===== config.mk =====
export PLATFORM = sky130hd
export DESIGN_NAME = csl_lift_top
export DESIGN_NICKNAME = d
export VERILOG_FILES = /design/src/rtl/csl_pkg.sv /design/src/rtl/csl_floor_unit.sv /design/src/rtl/csl_hold_timer.sv /design/src/rtl/csl_lift_top.sv
export VERILOG_INCLUDE_DIRS = /design/src /design/src/rtl
export SDC_FILE = /design/constraint.sdc
export NUM_CORES = 1
export LEC_CHECK = 0
export ABC_AREA = 1
export BUFFER_PORTS_ARGS = -buffer_cell sky130_fd_sc_hd__buf_2
export CORE_MARGIN = 2
export CORE_UTILIZATION = 25
export DETAILED_ROUTE_END_ITERATION = 10
export SETUP_SLACK_MARGIN = 0.02
export SLEW_MARGIN = 15
export SYNTH_ARGS = -nofsm -noshare
export SYNTH_HDL_FRONTEND = slang
export SYNTH_SLANG_ARGS = --single-unit
export TNS_END_PERCENT = 50

===== constraint.sdc =====
create_clock -name CLK -period 7.05 [get_ports CLK]
set_input_delay 0 -clock CLK [delete_from_list [all_inputs] [get_ports CLK]]
set_output_delay 0 -clock CLK [all_outputs]
set_load 0.03 [all_outputs]

===== src/rtl/csl_consts.svh =====
`ifndef CSL_CONSTS_SVH
`define CSL_CONSTS_SVH

// ==========================================================
// register map (byte offsets)
`define CSL_CTRL_OFS      12'h000
`define CSL_HOLD_OFS      12'h004
`define CSL_STATUS_OFS    12'h008

// ==========================================================
// control fields
`define CSL_CTRL_HOME_BIT 0
`define CSL_CTRL_SRST_BIT 1
`define CSL_CTRL_RESET    1'b1

// ==========================================================
// status fields
`define CSL_ST_CALL_LSB   0
`define CSL_ST_POS_LSB    8
`define CSL_ST_UP_BIT     16
`define CSL_ST_DOWN_BIT   17
`define CSL_ST_BLOCK_BIT  18
`define CSL_ST_DOOR_BIT   19
`define CSL_ST_HOME_BIT   20

// ==========================================================
// timing
`define CSL_CLK_KHZ       125000
`define CSL_HOLD_TIME_MS  5000
`define CSL_POR_CYCLES    16

`endif


===== src/rtl/csl_pkg.sv =====
package csl_pkg;
  typedef logic [31:0] csl_word_t;
  typedef logic [11:0] csl_addr_t;
endpackage


===== src/rtl/csl_floor_unit.sv =====
`timescale 1ns/10ps
module csl_floor_unit #(
  parameter bit IS_BOTTOM = 1'b0,
  parameter bit IS_TOP    = 1'b0
) (
  input  wire logic clk,
  input  wire logic rst,
  input  wire logic call,
  input  wire logic block,
  input  wire logic greset,
  input  wire logic at_floor,
  input  wire logic at_floor_below,
  input  wire logic at_floor_above,
  input  wire logic cabin_below,
  input  wire logic cabin_above,
  output logic      call_mem,
  output logic      pos,
  output logic      up_req,
  output logic      down_req
);

  logic call_r;
  logic call_nxt;
  logic pos_mem_r;
  logic pos_mem_nxt;
  wire  new_call;

  // ==========================================================
  // call and position memories
  assign new_call    = call & ~block;
  // clearing wins here: a call at the floor where the cabin stands is served at once
  assign call_nxt    = (new_call | call_r) & ~pos & ~greset;
  assign pos_mem_nxt = (at_floor | pos_mem_r) & ~greset & ~at_floor_below
                       & ~at_floor_above;
  assign pos         = at_floor | pos_mem_r;
  assign call_mem    = call_r;

  always_ff @(posedge clk or posedge rst) begin
    if (rst) begin
      call_r    <= 1'b0;
      pos_mem_r <= 1'b0;
    end else begin
      call_r    <= call_nxt;
      pos_mem_r <= pos_mem_nxt;
    end
  end

  // ==========================================================
  // direction requests; end floors drop the gate that cannot apply
  assign up_req   = IS_BOTTOM ? 1'b0 : (cabin_below & (call_r | new_call));
  assign down_req = IS_TOP    ? 1'b0 : (cabin_above & (call_r | new_call));

  a_call_latch: assert property (@(posedge clk) disable iff (rst)
    (call && !block && !pos && !greset) |=> call_r)
    else $error("call memory failed to latch");

  a_call_clear: assert property (@(posedge clk) disable iff (rst)
    (pos || greset) |=> !call_r)
    else $error("call memory not cleared");

  a_pos_mem: assert property (@(posedge clk) disable iff (rst)
    (at_floor && !greset && !at_floor_below && !at_floor_above) ##1 !at_floor_below
    && !at_floor_above && !greset |-> pos)
    else $error("position memory lost");

endmodule


===== src/rtl/csl_hold_timer.sv =====
`timescale 1ns/10ps
module csl_hold_timer (
  input  wire logic        clk,
  input  wire logic        rst,
  input  wire logic        motion,
  input  wire logic [31:0] hold_cycles,
  output logic             busy
);

  logic        motion_r;
  logic [31:0] cnt_r;
  logic [31:0] cnt_nxt;
  wire         fall;

  // ==========================================================
  // hold after the hoist command drops
  assign fall    = motion_r & ~motion;
  assign cnt_nxt = motion ? 32'h0 : fall ? hold_cycles :
                   (cnt_r != 32'h0) ? cnt_r - 32'h1 : 32'h0;
  assign busy    = motion | fall | (cnt_r != 32'h0);

  always_ff @(posedge clk or posedge rst) begin
    if (rst) begin
      motion_r <= 1'b0;
      cnt_r    <= 32'h0;
    end else begin
      motion_r <= motion;
      cnt_r    <= cnt_nxt;
    end
  end

  a_hold_after_fall: assert property (@(posedge clk) disable iff (rst)
    ($fell(motion) && hold_cycles > 32'h2) |-> busy ##1 busy ##1 busy)
    else $error("hold interval ended early");

endmodule


===== src/rtl/csl_lift_top.sv =====
`timescale 1ns/10ps
`include "csl_consts.svh"
module csl_lift_top #(
  parameter int          FLOORS      = 4,
  parameter int unsigned HOLD_CYCLES = `CSL_HOLD_TIME_MS * `CSL_CLK_KHZ,
  parameter int          POR_CYCLES  = `CSL_POR_CYCLES
) (
  input  wire logic              CLK,
  input  wire logic              RST,
  input  wire logic              PSEL,
  input  wire logic              PENABLE,
  input  wire logic              PWRITE,
  input  wire logic [11:0]       PADDR,
  input  wire logic [31:0]       PWDATA,
  output logic      [31:0]       PRDATA,
  output logic                   PREADY,
  output logic                   PSLVERR,
  input  wire logic [FLOORS-1:0] SHAFT_PROXIMITY_SENSOR_N,
  input  wire logic [FLOORS-1:0] CALL_BUTTON,
  input  wire logic [FLOORS-1:0] DOOR_CLOSED,
  input  wire logic              UPPER_LIMIT_N,
  input  wire logic              LOWER_LIMIT_N,
  output logic                   HOIST_UP,
  output logic                   HOIST_DOWN,
  output logic      [FLOORS-1:0] IN_USE_LAMP,
  output logic      [FLOORS-1:0] HERE_LAMP,
  output logic                   GONG_OUTPUT
);

  localparam int SW = 2 * FLOORS + 2;

  // ==========================================================
  // input synchronisers: sensors, buttons, door chain, limits
  logic [SW-1:0] sync1_r;
  logic [SW-1:0] sync2_r;
  wire  [SW-1:0] pins = {UPPER_LIMIT_N, LOWER_LIMIT_N, CALL_BUTTON,
                         SHAFT_PROXIMITY_SENSOR_N};
  // idle values: cabin nowhere, limits clear, no calls
  wire  [SW-1:0] idle = {2'b11, {FLOORS{1'b0}}, {FLOORS{1'b1}}};
  logic [FLOORS-1:0] door1_r;
  logic [FLOORS-1:0] door2_r;

  always_ff @(posedge CLK or posedge RST) begin
    if (RST) begin
      sync1_r <= idle;
      sync2_r <= idle;
      door1_r <= '0;
      door2_r <= '0;
    end else begin
      sync1_r <= pins;
      sync2_r <= sync1_r;
      door1_r <= DOOR_CLOSED;
      door2_r <= door1_r;
    end
  end

  wire [FLOORS-1:0] at_floor    = ~sync2_r[FLOORS-1:0];
  wire [FLOORS-1:0] call_s      = sync2_r[2*FLOORS-1:FLOORS];
  wire              lower_ok    = sync2_r[2*FLOORS];
  wire              upper_ok    = sync2_r[2*FLOORS+1];
  // contacts are in series: one open contact opens the chain
  wire              door_open   = ~&door2_r;

  // ==========================================================
  // general reset pulse after power-up or software request
  logic        por_r;
  logic [15:0] por_cnt_r;
  logic        srst_req;
  wire         greset = por_r;

  always_ff @(posedge CLK or posedge RST) begin
    if (RST) begin
      por_r     <= 1'b1;
      por_cnt_r <= 16'h0;
    end else if (srst_req) begin
      por_r     <= 1'b1;
      por_cnt_r <= 16'h0;
    end else if (por_r) begin
      por_cnt_r <= por_cnt_r + 16'h1;
      por_r     <= (por_cnt_r != 16'(POR_CYCLES - 1));
    end
  end

  // ==========================================================
  // floor units
  function automatic logic any_below(input logic [FLOORS-1:0] v, input int idx);
    logic r;
    r = 1'b0;
    for (int k = 0; k < FLOORS; k++) begin
      if (k < idx) r = r | v[k];
    end
    return r;
  endfunction

  function automatic logic any_above(input logic [FLOORS-1:0] v, input int idx);
    logic r;
    r = 1'b0;
    for (int k = 0; k < FLOORS; k++) begin
      if (k > idx) r = r | v[k];
    end
    return r;
  endfunction

  logic [FLOORS-1:0] pos;
  logic [FLOORS-1:0] call_mem;
  logic [FLOORS-1:0] up_req;
  logic [FLOORS-1:0] down_req;
  logic              block;

  for (genvar i = 0; i < FLOORS; i++) begin : g_floor
    csl_floor_unit #(
      .IS_BOTTOM (i == 0),
      .IS_TOP    (i == FLOORS - 1)
    ) u_floor (
      .clk            (CLK),
      .rst            (RST),
      .call           (call_s[i]),
      .block          (block),
      .greset         (greset),
      .at_floor       (at_floor[i]),
      .at_floor_below ((i > 0) ? at_floor[(i > 0) ? i - 1 : 0] : 1'b0),
      .at_floor_above ((i < FLOORS - 1) ? at_floor[(i < FLOORS - 1) ? i + 1 : i] : 1'b0),
      .cabin_below    (any_below(pos, i)),
      .cabin_above    (any_above(pos, i)),
      .call_mem       (call_mem[i]),
      .pos            (pos[i]),
      .up_req         (up_req[i]),
      .down_req       (down_req[i])
    );
  end

  // ==========================================================
  // hoist commands, homing and blocking
  logic up_r;
  logic down_r;
  logic homing_r;
  logic home_en_r;
  logic lamp_r;
  logic gong_r;
  logic hold_busy;
  logic [31:0] hold_r;

  // up has priority when both directions are wanted in one cycle
  wire up_nxt   = (|up_req) & upper_ok & ~door_open & ~down_r;
  wire down_nxt = ((|down_req) | homing_r) & lower_ok & ~door_open
                  & ~up_r & ~up_nxt;
  // set on the pulse wins over the bottom-floor clear
  wire homing_nxt = (greset & home_en_r) |
                    (homing_r & ~at_floor[0] & lower_ok);

  csl_hold_timer u_hold (
    .clk         (CLK),
    .rst         (RST),
    .motion      (up_r | down_r),
    .hold_cycles (hold_r),
    .busy        (hold_busy)
  );

  assign block = door_open | hold_busy;

  always_ff @(posedge CLK or posedge RST) begin
    if (RST) begin
      up_r     <= 1'b0;
      down_r   <= 1'b0;
      homing_r <= 1'b0;
      lamp_r   <= 1'b0;
      gong_r   <= 1'b0;
    end else begin
      up_r     <= up_nxt;
      down_r   <= down_nxt;
      homing_r <= homing_nxt;
      lamp_r   <= block;
      gong_r   <= (|call_s) & door_open;
    end
  end

  assign HOIST_UP    = up_r;
  assign HOIST_DOWN  = down_r;
  assign IN_USE_LAMP = {FLOORS{lamp_r}};
  assign HERE_LAMP   = pos;
  assign GONG_OUTPUT = gong_r;

  // ==========================================================
  // APB slave: no wait states, read data captured in the setup cycle, write data in the access cycle
  wire csl_pkg::csl_addr_t addr = PADDR;
  wire sel_ctrl   = (addr == `CSL_CTRL_OFS);
  wire sel_hold   = (addr == `CSL_HOLD_OFS);
  wire sel_status = (addr == `CSL_STATUS_OFS);
  wire mapped     = sel_ctrl | sel_hold | sel_status;
  wire setup      = PSEL & ~PENABLE;
  wire wr_acc     = PSEL & PENABLE & PWRITE & mapped;

  csl_pkg::csl_word_t status_w;
  always_comb begin
    status_w = '0;
    status_w[`CSL_ST_CALL_LSB +: FLOORS] = call_mem;
    status_w[`CSL_ST_POS_LSB +: FLOORS]  = pos;
    status_w[`CSL_ST_UP_BIT]             = up_r;
    status_w[`CSL_ST_DOWN_BIT]           = down_r;
    status_w[`CSL_ST_BLOCK_BIT]          = block;
    status_w[`CSL_ST_DOOR_BIT]           = door_open;
    status_w[`CSL_ST_HOME_BIT]           = homing_r;
  end

  wire csl_pkg::csl_word_t rd_w =
    sel_ctrl ? {31'h0, home_en_r} : sel_hold ? hold_r : sel_status ? status_w : 32'h0;

  assign srst_req = wr_acc & sel_ctrl & PWDATA[`CSL_CTRL_SRST_BIT];
  assign PREADY   = 1'b1;

  always_ff @(posedge CLK or posedge RST) begin
    if (RST) begin
      PRDATA    <= 32'h0;
      PSLVERR   <= 1'b0;
      home_en_r <= `CSL_CTRL_RESET;
      hold_r    <= HOLD_CYCLES;
    end else begin
      if (setup) begin
        PRDATA  <= PWRITE ? 32'h0 : rd_w;
        PSLVERR <= ~mapped;
      end
      if (wr_acc && sel_ctrl) home_en_r <= PWDATA[`CSL_CTRL_HOME_BIT];
      if (wr_acc && sel_hold) hold_r <= PWDATA;
    end
  end

  // ==========================================================
  // checks
  a_hoist_interlock: assert property (@(posedge CLK) disable iff (RST)
    !(HOIST_UP && HOIST_DOWN))
    else $error("hoist up and down together");

  a_down_cause: assert property (@(posedge CLK) disable iff (RST)
    HOIST_DOWN |-> $past(lower_ok) && $past(!door_open) && $past(|down_req || homing_r))
    else $error("hoist down without cause");

  a_up_cause: assert property (@(posedge CLK) disable iff (RST)
    HOIST_UP |-> $past(upper_ok) && $past(!door_open) && $past(|up_req))
    else $error("hoist up without cause");

  a_block_door: assert property (@(posedge CLK) disable iff (RST)
    door_open |-> block ##1 IN_USE_LAMP == {FLOORS{1'b1}})
    else $error("door open did not block");

  a_lamp_follow: assert property (@(posedge CLK) disable iff (RST)
    !block ##1 !block |-> IN_USE_LAMP == '0)
    else $error("lamp lit while unblocked");

  a_gong_cause: assert property (@(posedge CLK) disable iff (RST)
    GONG_OUTPUT == $past(|call_s && door_open))
    else $error("gong does not match call and door");

  a_por_clears: assert property (@(posedge CLK) disable iff (RST)
    greset |=> call_mem == '0)
    else $error("general reset left a call stored");

  a_home_clear: assert property (@(posedge CLK) disable iff (RST)
    (homing_r && !greset && (at_floor[0] || !lower_ok)) |=> !homing_r)
    else $error("homing not cleared at bottom");

  a_homing_set: assert property (@(posedge CLK) disable iff (RST)
    (greset && home_en_r) |=> homing_r)
    else $error("homing not set by reset pulse");

  a_sense_invert: assert property (@(posedge CLK) disable iff (RST)
    !$past(RST) && !$past(RST, 2) |-> at_floor == ~$past(SHAFT_PROXIMITY_SENSOR_N, 2))
    else $error("at-floor is not the inverted sensor");

  a_end_gates: assert property (@(posedge CLK) disable iff (RST)
    !up_req[0] && !down_req[FLOORS-1])
    else $error("end floor raised an impossible request");

  a_motion_block: assert property (@(posedge CLK) disable iff (RST)
    (HOIST_UP || HOIST_DOWN) |-> block)
    else $error("cabin moving while unblocked");

  a_blocked_call: assert property (@(posedge CLK) disable iff (RST)
    (block && call_mem == '0) |=> call_mem == '0)
    else $error("call latched while blocked");

  a_stay_parked: assert property (@(posedge CLK) disable iff (RST)
    (!HOIST_UP && !HOIST_DOWN && !homing_r && call_mem == '0 && call_s == '0)
    |=> !HOIST_UP && !HOIST_DOWN)
    else $error("hoist started without a call");

endmodule


; After elaboration in Yosys (flattened, before gate mapping)
; Cells that the tools add are included.
; W data, S select, Z words.
[word_totals]
out_inout_bits = 45
latchBits = 0
mem_bits_ro = 0
reg_bits = 157
ram_bits = 0
in_bits = 63
wordCells = 135
mem_count = 0
[classes]
mul = 0
reduce_logical = 10
n_addsub = 2
magnitude_cmp = 0
shifts = 0
mux = 11
div_mod_pow = 0
eq_ne = 3
n_bitwise = 84
[ops]
columns = cell, n
row1 = $mux W32, 6
row2 = $and A1 B1 Y1, 46
row3 = $mux W16, 2
row4 = $reduce_bool A32 Y1, 1
row5 = $sub A32 B1 Y32 const B, 1
row6 = $mux W21, 1
row7 = $or A1 B1 Y1, 21
row8 = $add A16 B1 Y16 const B, 1
row9 = $ne A16 B4 Y1 const B, 1
row10 = $not A1 Y1, 16
row11 = $eq A12 B3 Y1 const B, 1
row12 = $eq A12 B4 Y1 const B, 1
row13 = $logic_not A12 Y1, 1
row14 = $reduce_or A3 Y1, 2
row15 = $not A4 Y4, 1
row16 = $reduce_and A4 Y1, 1
row17 = $reduce_or A4 Y1, 1
row18 = $logic_and A1 B1 Y1, 2
row19 = $mux W1, 2
row20 = $reduce_bool A2 Y1, 1
row21 = $logic_not A1 Y1, 1

; Logic depth before layout (Yosys ltp)
[depth]
depth_word = 16
mapped_depth = 13
ltp_nobuf = 13

; Modules after synthesis
; From an unflattened synthesis, not the netlist that was laid out.
[unflattened]
cells_unflattened = 882
hier_area_um2 = 7687.4
[by_module_without_submodules]
columns = module, instances, cells_each, area_each_um2, seq_area_each_um2
row1 = csl_lift_top, 1, 515, 4963.5, 2934.1
row2 = csl_hold_timer, 1, 295, 2240.9, 825.8
row3 = csl_floor_unit (g_floor[0].u_floor ...), 2, 18, 122.6, 50.0
row4 = csl_floor_unit (g_floor[1].u_floor ...), 2, 18, 118.9, 50.0

; Least setup slack after synthesis
; No wires, ideal clock.
[synth_timing]
path_kind = register to register
start = reg u_hold.cnt_r[0]
end = reg u_hold.cnt_r[26]
period_less_slack_ns = 1.685
setup_ns = 0.133
stages_incl_launch_ff = 10
t_arrival_ns = 1.553
path_slack_ns = 5.365
required_time_ns = 6.917
n_path_buf = 0
cell_sequence = dfrtp_1 -> inv_1 -> ha_1 -> nand2_4 -> nor2_8 -> nand3_4 -> nor3_4 -> nand4_1 -> nand2_1 -> o22ai_1
[synth_between]
elab_chain_cells = 4
word_cells_on_any_way = 5
classes_between = 1 x add/sub / 3 x mux / 1 x reduce/logical
[synth_rtl]
columns = element, line_no
row1 = start: declaration, csl_hold_timer.sv:11  ; logic [31:0] cnt_r;
row2 = start signal: assignment, csl_hold_timer.sv:28  ; cnt_r <= cnt_nxt;
row3 = $sub A32 B1 Y32 or $reduce_bool A32 Y1 (tied branches), csl_hold_timer.sv:19  ; (cnt_r != 32'h0) ? cnt_r - 32'h1 : 32'h0;
row4 = $mux W32 (*), csl_hold_timer.sv:19
row5 = $mux W32 (*) (2 in series), csl_hold_timer.sv:18  ; assign cnt_nxt = motion ? 32'h0 : fall ? hold_cycles :
row6 = net u_hold.cnt_nxt[26], csl_hold_timer.sv:12  ; logic [31:0] cnt_nxt;
; Mark *: on every way through the listed nets, which the timed path passes. The rest lies on a longest branch.
; A chain may end at the register's enable or synchronous reset.

; Worst setup path after layout
[layout_timing]
start = reg u_hold.cnt_r[21]
end = reg u_hold.cnt_r[20]
[layout_between]
elab_chain_cells = 4
[layout_rtl]
columns = element, line_no
row1 = $reduce_bool A32 Y1, csl_hold_timer.sv:19
row2 = $mux W32, csl_hold_timer.sv:19
row3 = $mux W32 (2 in series), csl_hold_timer.sv:18
row4 = net u_hold.cnt_nxt[20], csl_hold_timer.sv:12
; The timed path passes the listed nets, and every way through them passes these cells.

==> impl_metrics.py <==
metrics = {
    "critical_path": {
        "crit_fanout": 24,
        "slowest_delay_ns": 0.43,
        "crit_arrival_ns": 2.40,
        "crit_chain": "nor2_2 -> nand2_1 -> nor2_2 -> nand2_1 -> nor2_4 -> inv_2 -> nand2_4 -> inv_2 -> o21ai_2 -> a21oi_1 -> o21bai_1",
        "cp.required_ns": 7.32,
        "cp_slowest_cell": "dfrtp_1",
        "cp-start-kind": "flop",
        "r2r-start": "u_hold.cnt_r[21]",
        "critPathKind": "reg2reg",
        "cp-startpoint": "u_hold.cnt_r[21]",
        "end_kind": "flop",
    },
    "place": {
        "dp_slack_ns": 4.74,
        "place.detailed.hpwl_um": 12300,
        "gp_congestion": 0.809,
        "port_buffers": 106,
        "placedCellCount": 1210,
    },
    "cells_and_area": {
        "area_growth_pct": 27.8,
        "antenna_cells": 0,
        "final_nets": 967,
        "final_common_cell": "dfrtp_1",
        "final_cells": 1292,
        "drive_above_1_share_pct": 24.4,
        "mostFrequentLayoutCells": "132 x dfrtp_1, 109 x nand2_1, 106 x buf_2, 98 x inv_1, 96 x nor2_1",
    },
    "floorplan": {
        "num_rows": 61,
        "core_area_um2": 27700,
        "ios": 108,
        "die-area_um2": 29400,
        "start_util_pct": 25.3,
        "fp.dieW_um": 171,
        "dieHeight_um": 171,
    },
    "drt": {
        "antenna_left": 0,
        "vias_per_cell": 4.20,
        "post_drt_wl_per_cell_um": 13.5,
        "drtPass1Iterations": 4,
        "drt-total-wl_um": 17500,
        "drc": 0,
        "drtIter0Drc": 324,
        "vias": 5429,
    },
    "logic_synthesis": {
        "synth_seq_cells": 157,
        "synth_area_leader_cell": "dfrtp_1",
        "yosys_warnings": 0,
        "synth_edf_count": 0,
        "synth_top_area_share_pct": 47.2,
        "ys_top_cells_by_area": "dfrtp_1 47%, dfstp_2 9.4%, nand2_1 5.8%",
        "syn_inst": 751,
        "synth_seq_area_share_pct": 56.6,
        "synth.avg_cell_area_um2": 9.32,
        "ys.flop_type": "dfrtp_1",
        "synth_fp_nets": 817,
        "synth.cell_area_um2": 7000,
        "ys_types": 49,
        "async_reset_ff_share_pct": 100,
    },
    "clocking": {
        "post_cts_resized": 0,
        "clockBufferDepth": 2,
        "post_cts_buffers": 0,
        "ctsHoldBuffers": 50,
        "root_buffer": "clkbuf_16",
        "cts_tree": "built",
        "clk_pin_slew_ns": 0.07,
        "cts-buffers-inserted": 17,
        "clock_sinks": 157,
        "cts.htree.levels": 4,
        "insertion_delay_ns": 0.43,
    },
    "power": {
        "p_per_area_nw_per_um2": 268,
        "ir_worst_vdd_v": 0.000137,
        "p_leak_uw": 0.00438,
    },
    "timing": {
        "slew_headroom_pct": 26.0,
        "rsz0062_at_grt": "false",
        "fin_crit_ns": 2.13,
        "fmax_ghz": 0.470,
        "setup_slack_ns": 4.92,
        "finalSetupTns_ns": 0,
        "fin_crit_sh_pct": 30.2,
        "hold_slack_ns": 0.0530,
        "finalSetupViolations": 0,
        "slew_viol_final": 0,
        "hold_viol": 0,
        "finClkSkew_ns": 0.0113,
        "tightest_slew_ns": 1.11,
    },
    "run": {
        "max_cap_violations": 0,
    },
    "outcome": {
        "run_status": "finished clean",
    },
    "global_routing": {
        "grt_pass1_wl_um": 27800,
        "first_global_vias": 5265,
        "grt.overflow.total": 0,
        "antenna_found_initial": 0,
        "grt_max_degree": 100,
        "grtUsageTotal_pct": 12.3,
    },
    "min_path": {
        "holdCritPathClass": "in2reg",
        "min_from": "PADDR[2]",
    },
}
==> power breakdown <==
group          leakage (uW)  total, uW  internal (uW)  switching (uW)
Sequential          0.00188       1070            987            84.4
Clock              0.000281        902            519             383
Combinational       0.00222        422            167             254
==> per-layer routing <==
metal | track usage (%) | vias to the layer above | part of all wire, %
li1 | - | 2735 | -
met2 | 19.9 | 103 | 47
met5 | 0 | - | 0
met1 | 15.5 | 2574 | 46
met3 | 4.07 | 17 | 5.7
met4 | 4.24 | 0 | 1.3
==> stage by stage <==
step / power [uW] / utilization [%] / cell area [um^2]
3_3_place_gp: 1480 / 28.4 / 7870
6_report: 2390 / 32.3 / 8950
2_1_floorplan: 1390 / - / 7000
4_1_cts: 2420 / 32.3 / 8950
5_1_grt: 2530 / 32.3 / 8950
3_5_place_dp: 1480 / 28.4 / 7870
==> flip-flops by register name (all words and copies together) (netlist names), 10 cells and up <==
register and cells:
PRDATA 32, por_cnt_r 16, hold_r 32, sync1_r 10
u_hold.cnt_r 32, sync2_r 10
==> worst max-delay path, delay by kind of cell, from the launching register on <==
kind / cells / cell delay (ns)
simple gates: 6 / 1.00
flops: 1 / 0.43
compound gates: 3 / 0.28
buf+inv: 2 / 0.24
==> final timing paths <==
kind                                    end  slack (ns)  cells after the start
max in group asynchronous        PRDATA[15]        5.41                      4
setup / recovery           u_hold.cnt_r[20]        4.92                     11
setup reg to reg           u_hold.cnt_r[20]        4.92                     11
min in group asynchronous        door1_r[3]        0.30                      3
hold / removal                    PRDATA[0]        0.05                      6
hold reg to reg                  sync2_r[5]        0.35                      0
==> synth_stat cells, types with 2 or more instances <==
master	count
nand2_4	3
nor2_8	2
o21ai_2	2
buf_2	7
ha_1	3
nand3b_2	2
nor2_4	6
nand3_2	5
or2_2	4
dfrtp_1	132
inv_2	8
nor2_1	96
nor3_2	2
clkbuf_1	10
buf_6	2
o211ai_1	3
a21o_1	2
nor3_4	2
nand4_1	8
a31o_2	3
buf_4	9
o22ai_1	17
nand2_1	109
nand3_1	27
nor4_1	5
nand2_2	6
nor2_2	8
o21ai_0	38
inv_1	99
o21ai_1	10
o221ai_1	9
xor2_1	12
o211ai_2	2
xnor2_1	5
nor3_1	9
a21oi_1	45
dfstp_2	25
a31oi_1	3
==> layout make-up <==
| type | instances | area [um^2] |
|---|---|---|
| Timing Repair Buffer | 159 | 1050 |
| Clock inverter | 11 | 108 |
| Inverter | 107 | 407 |
| Tap cell | 378 | 473 |
| Sequential cell | 157 | 3960 |
| Clock buffer | 21 | 470 |
| Multi-Input combinational cell | 459 | 2480 |
| Fill cell | 2839 | 18800 |
==> logic make-up after synthesis <==
| logic type | count (synthesis) | synth area share (%) |
|---|---|---|
| other | 1 | 0.0536 |
| flip-flops | 157 | 56.6 |
| AND/OR/NAND/NOR | 300 | 21.1 |
| XOR/XNOR | 17 | 2.13 |
| adder cells (fa/ha/maj) | 3 | 0.536 |
| AO/OA/AOI/OAI | 138 | 11.6 |
| buffers and inverters | 135 | 8.06 |
Note: power is estimated with default switching activity, not from simulation.
